$ cat src/include/pdrc_pkg.sv
// =============================================================
// Shared constants and carriers for the power-down and reset control.
package pdrc_pkg;

    // Sizes of the device and of the register bus.
    localparam int NUM_MC   = 32;   // Macrocell registers and outputs.
    localparam int NUM_IN   = 4;    // Dedicated input pins.
    localparam int ADDR_W   = 8;    // Byte address width of the register port.
    localparam int DATA_W   = 32;   // Register data width.
    localparam int SIG_BITS = 160;  // User signature length.
    localparam int SIG_WORDS = SIG_BITS / DATA_W;

    // Clock rate and documented times.
    localparam int CLK_MHZ     = 50;   // Core clock, 20 ns period.
    localparam int POR_TIME_US = 10;   // Power-up clear interval, longest figure.
    localparam int WAKE_TIME_US = 1;   // Sleep pin low to valid outputs.
    localparam int POR_CYC  = POR_TIME_US * CLK_MHZ;
    localparam int WAKE_CYC = WAKE_TIME_US * CLK_MHZ;

    // Register byte offsets.
    localparam logic [ADDR_W-1:0] OFS_CTRL    = 8'h00;
    localparam logic [ADDR_W-1:0] OFS_SLEW    = 8'h04;
    localparam logic [ADDR_W-1:0] OFS_PL_MASK = 8'h08;
    localparam logic [ADDR_W-1:0] OFS_PL_VAL  = 8'h0c;
    localparam logic [ADDR_W-1:0] OFS_FUSE    = 8'h10;
    localparam logic [ADDR_W-1:0] OFS_STATUS  = 8'h14;
    localparam logic [ADDR_W-1:0] OFS_MC_Q    = 8'h18;
    localparam logic [ADDR_W-1:0] OFS_SIG0    = 8'h20;

    // Field positions.
    localparam int CTRL_PD_EN_BIT  = 0;
    localparam int FUSE_SET_BIT    = 0;
    localparam int ST_ASLEEP_BIT   = 0;
    localparam int ST_POR_BIT      = 1;
    localparam int ST_FUSE_BIT     = 2;
    localparam int ST_PRELOAD_BIT  = 3;

    // Reset values.
    localparam logic [DATA_W-1:0] SLEW_RST   = 32'h0000_0000;
    localparam logic [DATA_W-1:0] MC_RST     = 32'h0000_0000;
    localparam logic [DATA_W-1:0] OE_N_RST   = 32'hffff_ffff;
    localparam logic [DATA_W-1:0] SIG_RST    = 32'h0000_0000;

    // One register port request.
    typedef struct packed {
        logic [ADDR_W-1:0] addr;
        logic [DATA_W-1:0] wdata;
        logic              wr;
        logic              rd;
    } pdrc_bus_req_t;

    // What the logic array hands to the macrocells each cycle.
    typedef struct packed {
        logic [NUM_MC-1:0] next_q;
        logic [NUM_MC-1:0] next_oe_n;
        logic              clk_en;
    } pdrc_array_t;

endpackage

$ cat src/design/pdrc_top.sv
// Our own choices: the plain strobed port and the register addresses.
`timescale 1ns/1ps
`default_nettype none

module pdrc_top
    import pdrc_pkg::*;
#(
    parameter int N_MC = NUM_MC,
    parameter int N_IN = NUM_IN
) (
    input  wire logic                core_clk,
    input  wire logic                rst_n,
    input  wire pdrc_bus_req_t       bus_req,
    output logic [DATA_W-1:0]        bus_rdata,
    input  wire logic [N_IN-1:0]     in_pin,
    input  wire logic                sleep_request_pin,
    input  wire logic                preload_hv_pin,
    input  wire pdrc_array_t         array_out,
    output logic [N_IN-1:0]          array_in,
    output logic                     array_sleep_bit,
    output logic [N_MC-1:0]          mc_q,
    output logic [N_MC-1:0]          out_oe_n,
    output logic [N_MC-1:0]          slew_fast,
    output logic                     asleep,
    output logic                     outputs_valid,
    output logic                     por_busy
);

    // =============================================================
    // Pin synchronisers
    // Raw pins pass three flops; a level is accepted only when the
    // second and third agree, which also rejects a one-cycle glitch.
    localparam int NS = N_IN + 2;

    logic [NS-1:0] pin_raw;     // Gathered asynchronous pins.
    logic [NS-1:0] sync1_q;     // First stage, read only by the second.
    logic [NS-1:0] sync2_q;     // Second stage.
    logic [NS-1:0] sync3_q;     // Third stage.
    logic [NS-1:0] filt_q;      // Accepted pin levels.
    logic [NS-1:0] filt_d;      // Next accepted levels.

    assign pin_raw = {preload_hv_pin, sleep_request_pin, in_pin};

    // Per bit, take the new level only once two stages agree.
    assign filt_d = (~(sync2_q ^ sync3_q) & sync3_q) | ((sync2_q ^ sync3_q) & filt_q);

    // The synchroniser chain itself.
    always_ff @(posedge core_clk or negedge rst_n) begin
        if (!rst_n) begin
            sync1_q <= '0;
            sync2_q <= '0;
            sync3_q <= '0;
            filt_q  <= '0;
        end else begin
            sync1_q <= pin_raw;
            sync2_q <= sync1_q;
            sync3_q <= sync2_q;
            filt_q  <= filt_d;
        end
    end

    wire logic [N_IN-1:0] in_filt    = filt_q[N_IN-1:0];  // Accepted data inputs.
    wire logic            sleep_filt = filt_q[N_IN];      // Accepted sleep request.
    wire logic            hv_filt    = filt_q[N_IN+1];    // Accepted preload mode.

    // =============================================================
    // Power-up clear
    // The counter stands in for the supply ramp; while it runs all
    // macrocells are forced low and the array clock is ignored.
    localparam int PW = $clog2(POR_CYC + 1);

    logic [PW-1:0] por_cnt_q;   // Cycles left in the clear interval.
    logic [PW-1:0] por_cnt_d;   // Next count.

    assign por_cnt_d = (por_cnt_q != '0) ? por_cnt_q - PW'(1) : por_cnt_q;
    assign por_busy  = (por_cnt_q != '0);

    // Load the full interval on reset and count down to zero.
    always_ff @(posedge core_clk or negedge rst_n) begin
        if (!rst_n) begin
            por_cnt_q <= PW'(POR_CYC);
        end else begin
            por_cnt_q <= por_cnt_d;
        end
    end

    // =============================================================
    // Configuration registers
    logic              pd_en_q;     // Sleep feature enabled.
    logic [N_MC-1:0]   slew_q;      // One means fast edges.
    logic [N_MC-1:0]   pl_mask_q;   // Registers picked for preload.
    logic              fuse_q;      // Security fuse programmed.
    logic [DATA_W-1:0] sig_q [SIG_WORDS];  // User signature words.

    // Address decode.
    wire logic wr_ctrl = bus_req.wr && (bus_req.addr == OFS_CTRL);
    wire logic wr_slew = bus_req.wr && (bus_req.addr == OFS_SLEW);
    wire logic wr_mask = bus_req.wr && (bus_req.addr == OFS_PL_MASK);
    wire logic wr_pval = bus_req.wr && (bus_req.addr == OFS_PL_VAL);
    wire logic wr_fuse = bus_req.wr && (bus_req.addr == OFS_FUSE);

    // The fuse is one-way: once set only a full reset clears it, so a
    // programmer must leave it for last because it bites at once.
    always_ff @(posedge core_clk or negedge rst_n) begin
        if (!rst_n) begin
            pd_en_q   <= 1'b0;
            slew_q    <= N_MC'(SLEW_RST);
            pl_mask_q <= '0;
            fuse_q    <= 1'b0;
        end else begin
            if (wr_ctrl) begin
                pd_en_q <= bus_req.wdata[CTRL_PD_EN_BIT];
            end
            if (wr_slew) begin
                slew_q <= bus_req.wdata[N_MC-1:0];
            end
            if (wr_mask) begin
                pl_mask_q <= bus_req.wdata[N_MC-1:0];
            end
            if (wr_fuse && bus_req.wdata[FUSE_SET_BIT]) begin
                fuse_q <= 1'b1;
            end
        end
    end

    // True when the address picks signature word idx. The write strobes
    // and the read mux share this one decode, so the two can never
    // disagree about where a word lives.
    function automatic logic sig_addr_hit(input logic [ADDR_W-1:0] a,
                                          input int              idx);
        return a == (OFS_SIG0 + ADDR_W'(4 * idx));
    endfunction

    // Signature words, one per aligned word after the first offset.
    for (genvar g = 0; g < SIG_WORDS; g++) begin : g_sig
        wire logic wr_sig = bus_req.wr && sig_addr_hit(bus_req.addr, g);
        // Store a signature word.
        always_ff @(posedge core_clk or negedge rst_n) begin
            if (!rst_n) begin
                sig_q[g] <= SIG_RST;
            end else if (wr_sig) begin
                sig_q[g] <= bus_req.wdata;
            end
        end
    end

    assign slew_fast = slew_q;

    // =============================================================
    // Sleep control
    // Sleep follows the accepted pin only while the feature is on.
    logic asleep_q;             // Device in low-current sleep.
    wire logic asleep_d = pd_en_q && sleep_filt;

    // Register the sleep state; leaving takes one cycle, well under
    // the wake budget.
    always_ff @(posedge core_clk or negedge rst_n) begin
        if (!rst_n) begin
            asleep_q <= 1'b0;
        end else begin
            asleep_q <= asleep_d;
        end
    end

    assign asleep        = asleep_q;
    assign outputs_valid = !asleep_q && !por_busy;

    // While the feature is on the pin never reaches the array.
    assign array_sleep_bit = pd_en_q ? 1'b0 : sleep_filt;

    // =============================================================
    // Input hold latches
    // During sleep the array keeps the last accepted pin values, so
    // nothing downstream sees a floating or changing level.
    logic [N_IN-1:0] in_hold_q;  // Levels presented to the array.

    // Capture inputs only while awake.
    always_ff @(posedge core_clk or negedge rst_n) begin
        if (!rst_n) begin
            in_hold_q <= '0;
        end else if (!asleep_q) begin
            in_hold_q <= in_filt;
        end
    end

    assign array_in = in_hold_q;

    // =============================================================
    // Macrocell registers and output enables
    // Preload needs the high-voltage pin, an unfused part and an awake
    // device; a write outside those conditions is silently dropped.
    wire logic pl_mode = hv_filt && !fuse_q;
    wire logic pl_go   = wr_pval && pl_mode && !asleep_q;
    wire logic mc_clk  = array_out.clk_en && !asleep_q;

    logic [N_MC-1:0] mc_q_r;     // Macrocell register state.
    logic [N_MC-1:0] mc_d;       // Next macrocell state.
    logic [N_MC-1:0] oe_n_q;     // Held output enables, low drives.
    logic [N_MC-1:0] oe_n_d;     // Next output enables.

    assign mc_d = por_busy ? N_MC'(MC_RST) :
                  pl_go    ? (mc_q_r & ~pl_mask_q) |
                             (bus_req.wdata[N_MC-1:0] & pl_mask_q) :
                  mc_clk   ? array_out.next_q : mc_q_r;

    // A disabled output at sleep entry stays disabled: nothing moves.
    assign oe_n_d = asleep_q ? oe_n_q : array_out.next_oe_n;

    // Registers update from the chosen source.
    always_ff @(posedge core_clk or negedge rst_n) begin
        if (!rst_n) begin
            mc_q_r <= N_MC'(MC_RST);
            oe_n_q <= N_MC'(OE_N_RST);
        end else begin
            mc_q_r <= mc_d;
            oe_n_q <= oe_n_d;
        end
    end

    assign mc_q     = mc_q_r;
    assign out_oe_n = oe_n_q;

    // =============================================================
    // Read path
    // Readback of the macrocell pattern is blanked once fused; the
    // signature is not, so a part can still be identified.
    logic [DATA_W-1:0] rd_mux;    // Selected read word.
    logic [DATA_W-1:0] rdata_q;   // Read data, valid one cycle.
    logic [DATA_W-1:0] status_w;  // Status word.
    logic [DATA_W-1:0] sig_w;     // Addressed signature word.
    logic              sig_hit;   // Address falls in the signature.

    assign status_w = DATA_W'({pl_mode, fuse_q, por_busy, asleep_q});

    // Pick the signature word, if any, for the current address.
    always_comb begin
        sig_w   = '0;
        sig_hit = 1'b0;
        for (int i = 0; i < SIG_WORDS; i++) begin
            if (sig_addr_hit(bus_req.addr, i)) begin
                sig_w   = sig_q[i];
                sig_hit = 1'b1;
            end
        end
    end

    // Main read decode; unmapped addresses read as zero.
    always_comb begin
        unique case (bus_req.addr)
            OFS_CTRL:    rd_mux = fuse_q ? '0 : DATA_W'(pd_en_q);
            OFS_SLEW:    rd_mux = fuse_q ? '0 : DATA_W'(slew_q);
            OFS_PL_MASK: rd_mux = DATA_W'(pl_mask_q);
            OFS_FUSE:    rd_mux = DATA_W'(fuse_q);
            OFS_STATUS:  rd_mux = status_w;
            OFS_MC_Q:    rd_mux = fuse_q ? '0 : DATA_W'(mc_q_r);
            default:     rd_mux = sig_hit ? sig_w : '0;
        endcase
    end

    // Read data stand for exactly the cycle after the strobe.
    always_ff @(posedge core_clk or negedge rst_n) begin
        if (!rst_n) begin
            rdata_q <= '0;
        end else begin
            rdata_q <= bus_req.rd ? rd_mux : '0;
        end
    end

    assign bus_rdata = rdata_q;

    // =============================================================
    // Assertions
    localparam int WAKE_BOUND = WAKE_CYC;
endmodule

`default_nettype wire

$ cat config.mk
export PLATFORM = sky130hd
export DESIGN_NAME = pdrc_top
export DESIGN_NICKNAME = d
export VERILOG_FILES = /design/src/include/pdrc_pkg.sv /design/src/design/pdrc_top.sv
export SDC_FILE = /design/constraint.sdc
export NUM_CORES = 1
export LEC_CHECK = 0
export BUFFER_PORTS_ARGS = -buffer_cell sky130_fd_sc_hd__buf_2
export CORE_AREA = 8 8 146 203
export DETAILED_ROUTE_END_ITERATION = 12
export DIE_AREA = 0 0 154 211
export PLACE_DENSITY = 0.88
export SLEW_MARGIN = 10
export SYNTH_ARGS = -nofsm -noshare
export SYNTH_HDL_FRONTEND = slang
export SYNTH_SLANG_ARGS = --single-unit
export TNS_END_PERCENT = 50
$ cat constraint.sdc
create_clock -name core_clk -period 5.25 [get_ports core_clk]
set_input_delay 0.525 -clock core_clk [delete_from_list [all_inputs] [get_ports core_clk]]
set_output_delay 0.525 -clock core_clk [all_outputs]
set_load 0.01 [all_outputs]
Word-level counts from Yosys, hierarchy flattened --
Index checks and enable logic that the tools add are counted.
Word-level totals: register bits 360, latch bits 0, bits in writable memories 0, memory bits (read-only) 0, memories 0
Operators by class: add/subtract/negate cells 1, multiply operators 0, divide/modulo/power cells 0, $lt $le $gt $ge 0, equality and inequality tests 11, shift-type cells 0, muxes and demuxes 20, bitwise operators 9, reductions and logical operators 23
Operators by type and width (count):
- two-way mux 32 bit | 12
- one-hot mux 32 bit (6 select lines) | 1
- AND 32 bit | 2
- == test 8 x 6 -> 1 bit, second input constant | 5
- NOT 32 bit | 1
- bitwise OR 32 bit | 1
- == test 8 x 5 -> 1 bit, second input constant | 3
- logical AND 1 bit | 17
- == test 8 x 4 -> 1 bit, second input constant | 2
- AND 6 bit | 2
- nonzero test 9 bit | 1
- subtractor 9 x 1 -> 9 bit, second input constant | 1
- == test 8 x 3 -> 1 bit, second input constant | 1
- zero test 8 bit | 1
- two-way mux 1 bit | 7
- NOT 6 bit | 1
- bitwise OR 6 bit | 1
- bitwise XOR 6 bit | 1
- zero test 1 bit | 3
- nonzero test 3 bit | 1

Logic depth before layout (Yosys ltp) --
depth after elaboration 9, gate-level depth with buffers 6, mapped depth without buffers 5

Least setup slack after synthesis --
OpenSTA, ideal clock, no wires.
path type in2reg, from input port bus_req[41] in the netlist's numbering, to register sig_q[33] in the netlist's numbering, library setup time 0.128 ns, arrival 2.041 ns, required time 5.122 ns, setup slack 3.082 ns, cell stages on the path 6, buffers on the path 2, cell sequence or3b_1 > nor4_2 > nor2b_1 > buf_2 > buf_4 > mux2_1
Between the ends: longest elaborated chain between the ends 2
Ends and longest elaborated chain:
- start: declaration | line pdrc_top.sv:13 | input wire pdrc_bus_req_t bus_req,
- == test 8 x 6 -> 1 bit | line pdrc_top.sv:131 | return a == (OFS_SIG0 + ADDR_W'(4 * idx));
- logical AND 1 bit | line pdrc_top.sv:136 | wire logic wr_sig = bus_req.wr && sig_addr_hit(bus_req.addr, g);
- end signal: indexed assignment | line pdrc_top.sv:142 | sig_q[g] <= bus_req.wdata;
- end: declaration | line pdrc_top.sv:93 | logic [DATA_W-1:0] sig_q [SIG_WORDS];
Every way passes these cells. A chain may end at the register's enable or synchronous reset.

Final worst setup path --
from input port bus_req[36] in the netlist's numbering, to register mc_q_r[16], in the netlist mc_q[16]
Between the ends: longest elaborated chain between the ends 6, elaborated cells between the ends (all ways) 7, classes of those cells eq/ne (1); mux (2); reduce/logical (4)
Ends and longest elaborated chain:
- == test 8 x 4 -> 1 bit * | line pdrc_top.sv:99 | wire logic wr_pval = bus_req.wr && (bus_req.addr == OFS_PL_VAL);
- logical AND 1 bit * | line pdrc_top.sv:99
- logical AND 1 bit * (2 in a row) | line pdrc_top.sv:193 | wire logic pl_go = wr_pval && pl_mode && !asleep_q;
- two-way mux 32 bit | line pdrc_top.sv:202 | pl_go ? (mc_q_r & ~pl_mask_q) |
- two-way mux 32 bit | line pdrc_top.sv:201 | assign mc_d = por_busy ? N_MC'(MC_RST) :
- end signal: assignment | line pdrc_top.sv:212 | mc_q_r <= N_MC'(MC_RST);
- end signal: assignment | line pdrc_top.sv:215 | mc_q_r <= mc_d;
- end: declaration | line pdrc_top.sv:196 | logic [N_MC-1:0] mc_q_r;
Mark *: on every way between the ends. The rest lies on a longest branch, timed or not.

==> summary.txt <==
Setup path
  – Worst reg2reg path endpoint: mc_q[16]
  – Worst Path Buf+Inv: 3
  – Crit Path Category: in -> reg
  – Worst Path Arrival: 3.49 ns
  – Worst Setup SP: bus_req[36]
  – CP required: 5.61 ns
  – Setup crit end kind: register
  – R2R cell count: 5
  – Slowest library cell on the worst path: nand4_1
  – Worst-path maximum fanout: 48
  – Crit path cell chain: buf_2 > buf_4 > and4b_1 > nand4_1 > buf_4 > a211oi_1 > a211oi_1
  – Register-to-register setup slack: 2.20 ns
  – RR Startpoint: fuse_q
  – CP max stage delay: 0.61 ns
  – Crit start category: input pin
  – Largest delay contributor family on the critical path: buffers and inverters

Finish
  – Synth-to-layout area growth: 16.7%
  – Commonest non-fill, non-tap cell in the layout: dfrtp_1
  – Nets: 1426
  – Fill cells: 1686
  – Commonest non-fill, non-tap cells in the layout: dfrtp_1, buf_2, mux2_2
  – Seq. cell area: 9060 µm²
  – Core Util, Final: 0.690
  – Layout cells sized above 1: 0.446
  – Footprint of the multi-input gates: 6330 µm²

Clock tree
  – Worst skew pair latency: 0.52 ns
  – Clock sink count: 360
  – CTS tree: built
  – # hold bufs at CTS: 0
  – CTS clock-pin slew for the worst setup and hold paths: 0.06 ns
  – H-tree depth: 2
  – Post-CTS Resized: 0
  – Root buf cell: clkbuf_16
  – Number of setup buffers added after CTS: 0
  – Inserted Clock Buffers: 35
  – Clock Path Buffers: 3

Power
  – Leak: 8.95 nW
  – Largest vdd supply drop: 0.229 mV
  – Pwr dens: 323 nW/µm²

STA
  – Final Setup Violations: 0
  – Setup TNS: 0 ns
  – Post-route minimum period: 3.13 ns
  – Final Max Tran Viols: 0
  – Final Hold Viols: 0
  – Max Freq: 319 MHz
  – Slew headroom: 0.169
  – Final period utilization: 0.597
  – Worst-margin pin slew: 1.24 ns
  – Worst Skew: 0.0194 ns
  – RSZ-0062 raised after global routing: false
  – Final WS setup: 2.12 ns

Logic synthesis
  – Post-synthesis register bit count: 360
  – Mapped Avg Cell Area: 14.6 µm²
  – Gate count of the mapped netlist: 1079
  – Yosys cell types: 45
  – Mapped Area: 15700 µm²
  – Sequential share of the synthesized area: 0.577
  – YS warnings: 0
  – Ys flop type: dfrtp_1
  – Post-synth EDFFs: 0
  – Syn Nets: 1196
  – Async S/R FF share, synth: 1.00

Route
  – DR vias: 10.4k
  – Detail Route Antenna Nets: 0
  – WL/cell: 23.9 µm
  – Iteration-0 DRC Markers: 709
  – Total Routed Length: 39.8 mm
  – DRC errors left: 0
  – Vias per std cell: 6.27
  – DRT Pass-1 Iters: 7

Global route
  – Total track usage: 0.246
  – Largest net degree at the start of global routing: 133
  – First-pass GRT wire length: 63.9 mm
  – Grt ovf: 0
  – Initial antenna violation count: 1
  – Vias in the first global route: 11.5k

Floorplanning
  – I/O Pins: 251
  – Die Y: 211 µm
  – Initial Utilization: 0.591
  – Core area: 26600 µm²
  – Rows: 71
  – Die width: 154 µm
  – Die Footprint: 32500 µm²

Min path
  – Class of the worst hold path: in -> async

Run
  – Max-cap violations: 0

Placed design
  – Gpl congestion: 0.859
  – Worst slack, placed: 1.64 ns
  – Port Buffers: 250
  – Detail Placement HPWL: 25.8 mm

Status
  – Status: complete, no violations
[metal layers]
metal	part of all wire	vias up	GRT usage
met4	0.029	0	0.0928
li1	-	4560	-
met2	0.53	387	0.439
met1	0.39	5387	0.292
met5	0	-	0
met3	0.055	91	0.0430
[registers in the layout (all words and copies together) (netlist names), named ones only]
register,count
pd_en_q,1
asleep,1
fuse_q,1
sync2_q,6
out_oe_n,32
sync3_q,6
sig_q,160
bus_rdata,32
mc_q,32
array_in,4
slew_fast,32
pl_mask_q,32
por_cnt_q,9
sync1_q,6
[Yosys cell counts, drive strengths merged (28+ instances only)]
library cell	n	share of area
dfrtp	322	0.51
mux2	261	0.19
a211oi	95	0.045
buf	40	0.013
dfstp	38	0.064
clkbuf	35	0.0084
nor2b	35	0.014
a221oi	34	0.019
a21oi	32	0.010
mux2i	32	0.020
mux4	32	0.046
a22oi	28	0.013
[where the power goes]
group	total, mW	leakage [nW]	switching [mW]	internal, mW
registers	3.02	4.72	0.0999	2.92
clock network	2.41	0.532	1.02	1.39
logic	0.499	3.70	0.265	0.234
total	5.93	8.95	1.39	4.54
[area by class of cell]
type	instances	share of cell area
Sequential cell	360	0.494
Clock inverter	7	0.00328
Antenna cell	1	0.000137
Inverter	7	0.00143
Timing Repair Buffer	268	0.0775
Clock buffer	54	0.0556
Tap cell	328	0.0224
Multi-Input combinational cell	637	0.346
[how the worst max path moves through the flow]
stage / endpoint / slack, ns / depth (start not counted)
5_1_grt: mc_q[19] / 1.89 / 7
3_5_place_dp: mc_q[15] / 1.64 / 7
4_1_cts: mc_q[21] / 2.19 / 7
2_1_floorplan: sig_q[33] / 3.08 / 6
6_report: mc_q[16] / 2.12 / 7
3_3_place_gp: mc_q[18] / 1.78 / 7
[kinds of logic after synthesis]
| family | after synthesis | share of synthesized area |
|---|---|---|
| adders and majority gates | 8 | 0.00542 |
| DFF | 360 | 0.577 |
| muxes | 325 | 0.261 |
| and+or+nand+nor | 102 | 0.0396 |
| xor gates and xnor gates | 6 | 0.00335 |
| buffers and inverters | 82 | 0.0233 |
| AOI/OAI and AO/OA | 196 | 0.0910 |
[worst register-to-register path: stages, from the launching register on]
cell	delay, ns
dfrtp_1	0.50
nor4_2	0.58
nand4_1	0.77
buf_4	0.56
a211oi_1	0.40
a211oi_1	0.09
[through the flow]
stage | total power [mW] | std cells | hold WS (ns) | area (µm²)
final | 5.93 | 1662 | 0.114 | 18300
after global routing | 6.13 | 1662 | 0.0979 | 18300
after CTS | 5.96 | 1661 | 0.102 | 18300
after detailed placement | 3.57 | 1600 | 0.340 | 17300
after global placement | 3.54 | 1600 | 0.334 | 17300
after floorplan | 3.30 | 1079 | 0.229 | 15700
Power figures use the tool's default switching activity.
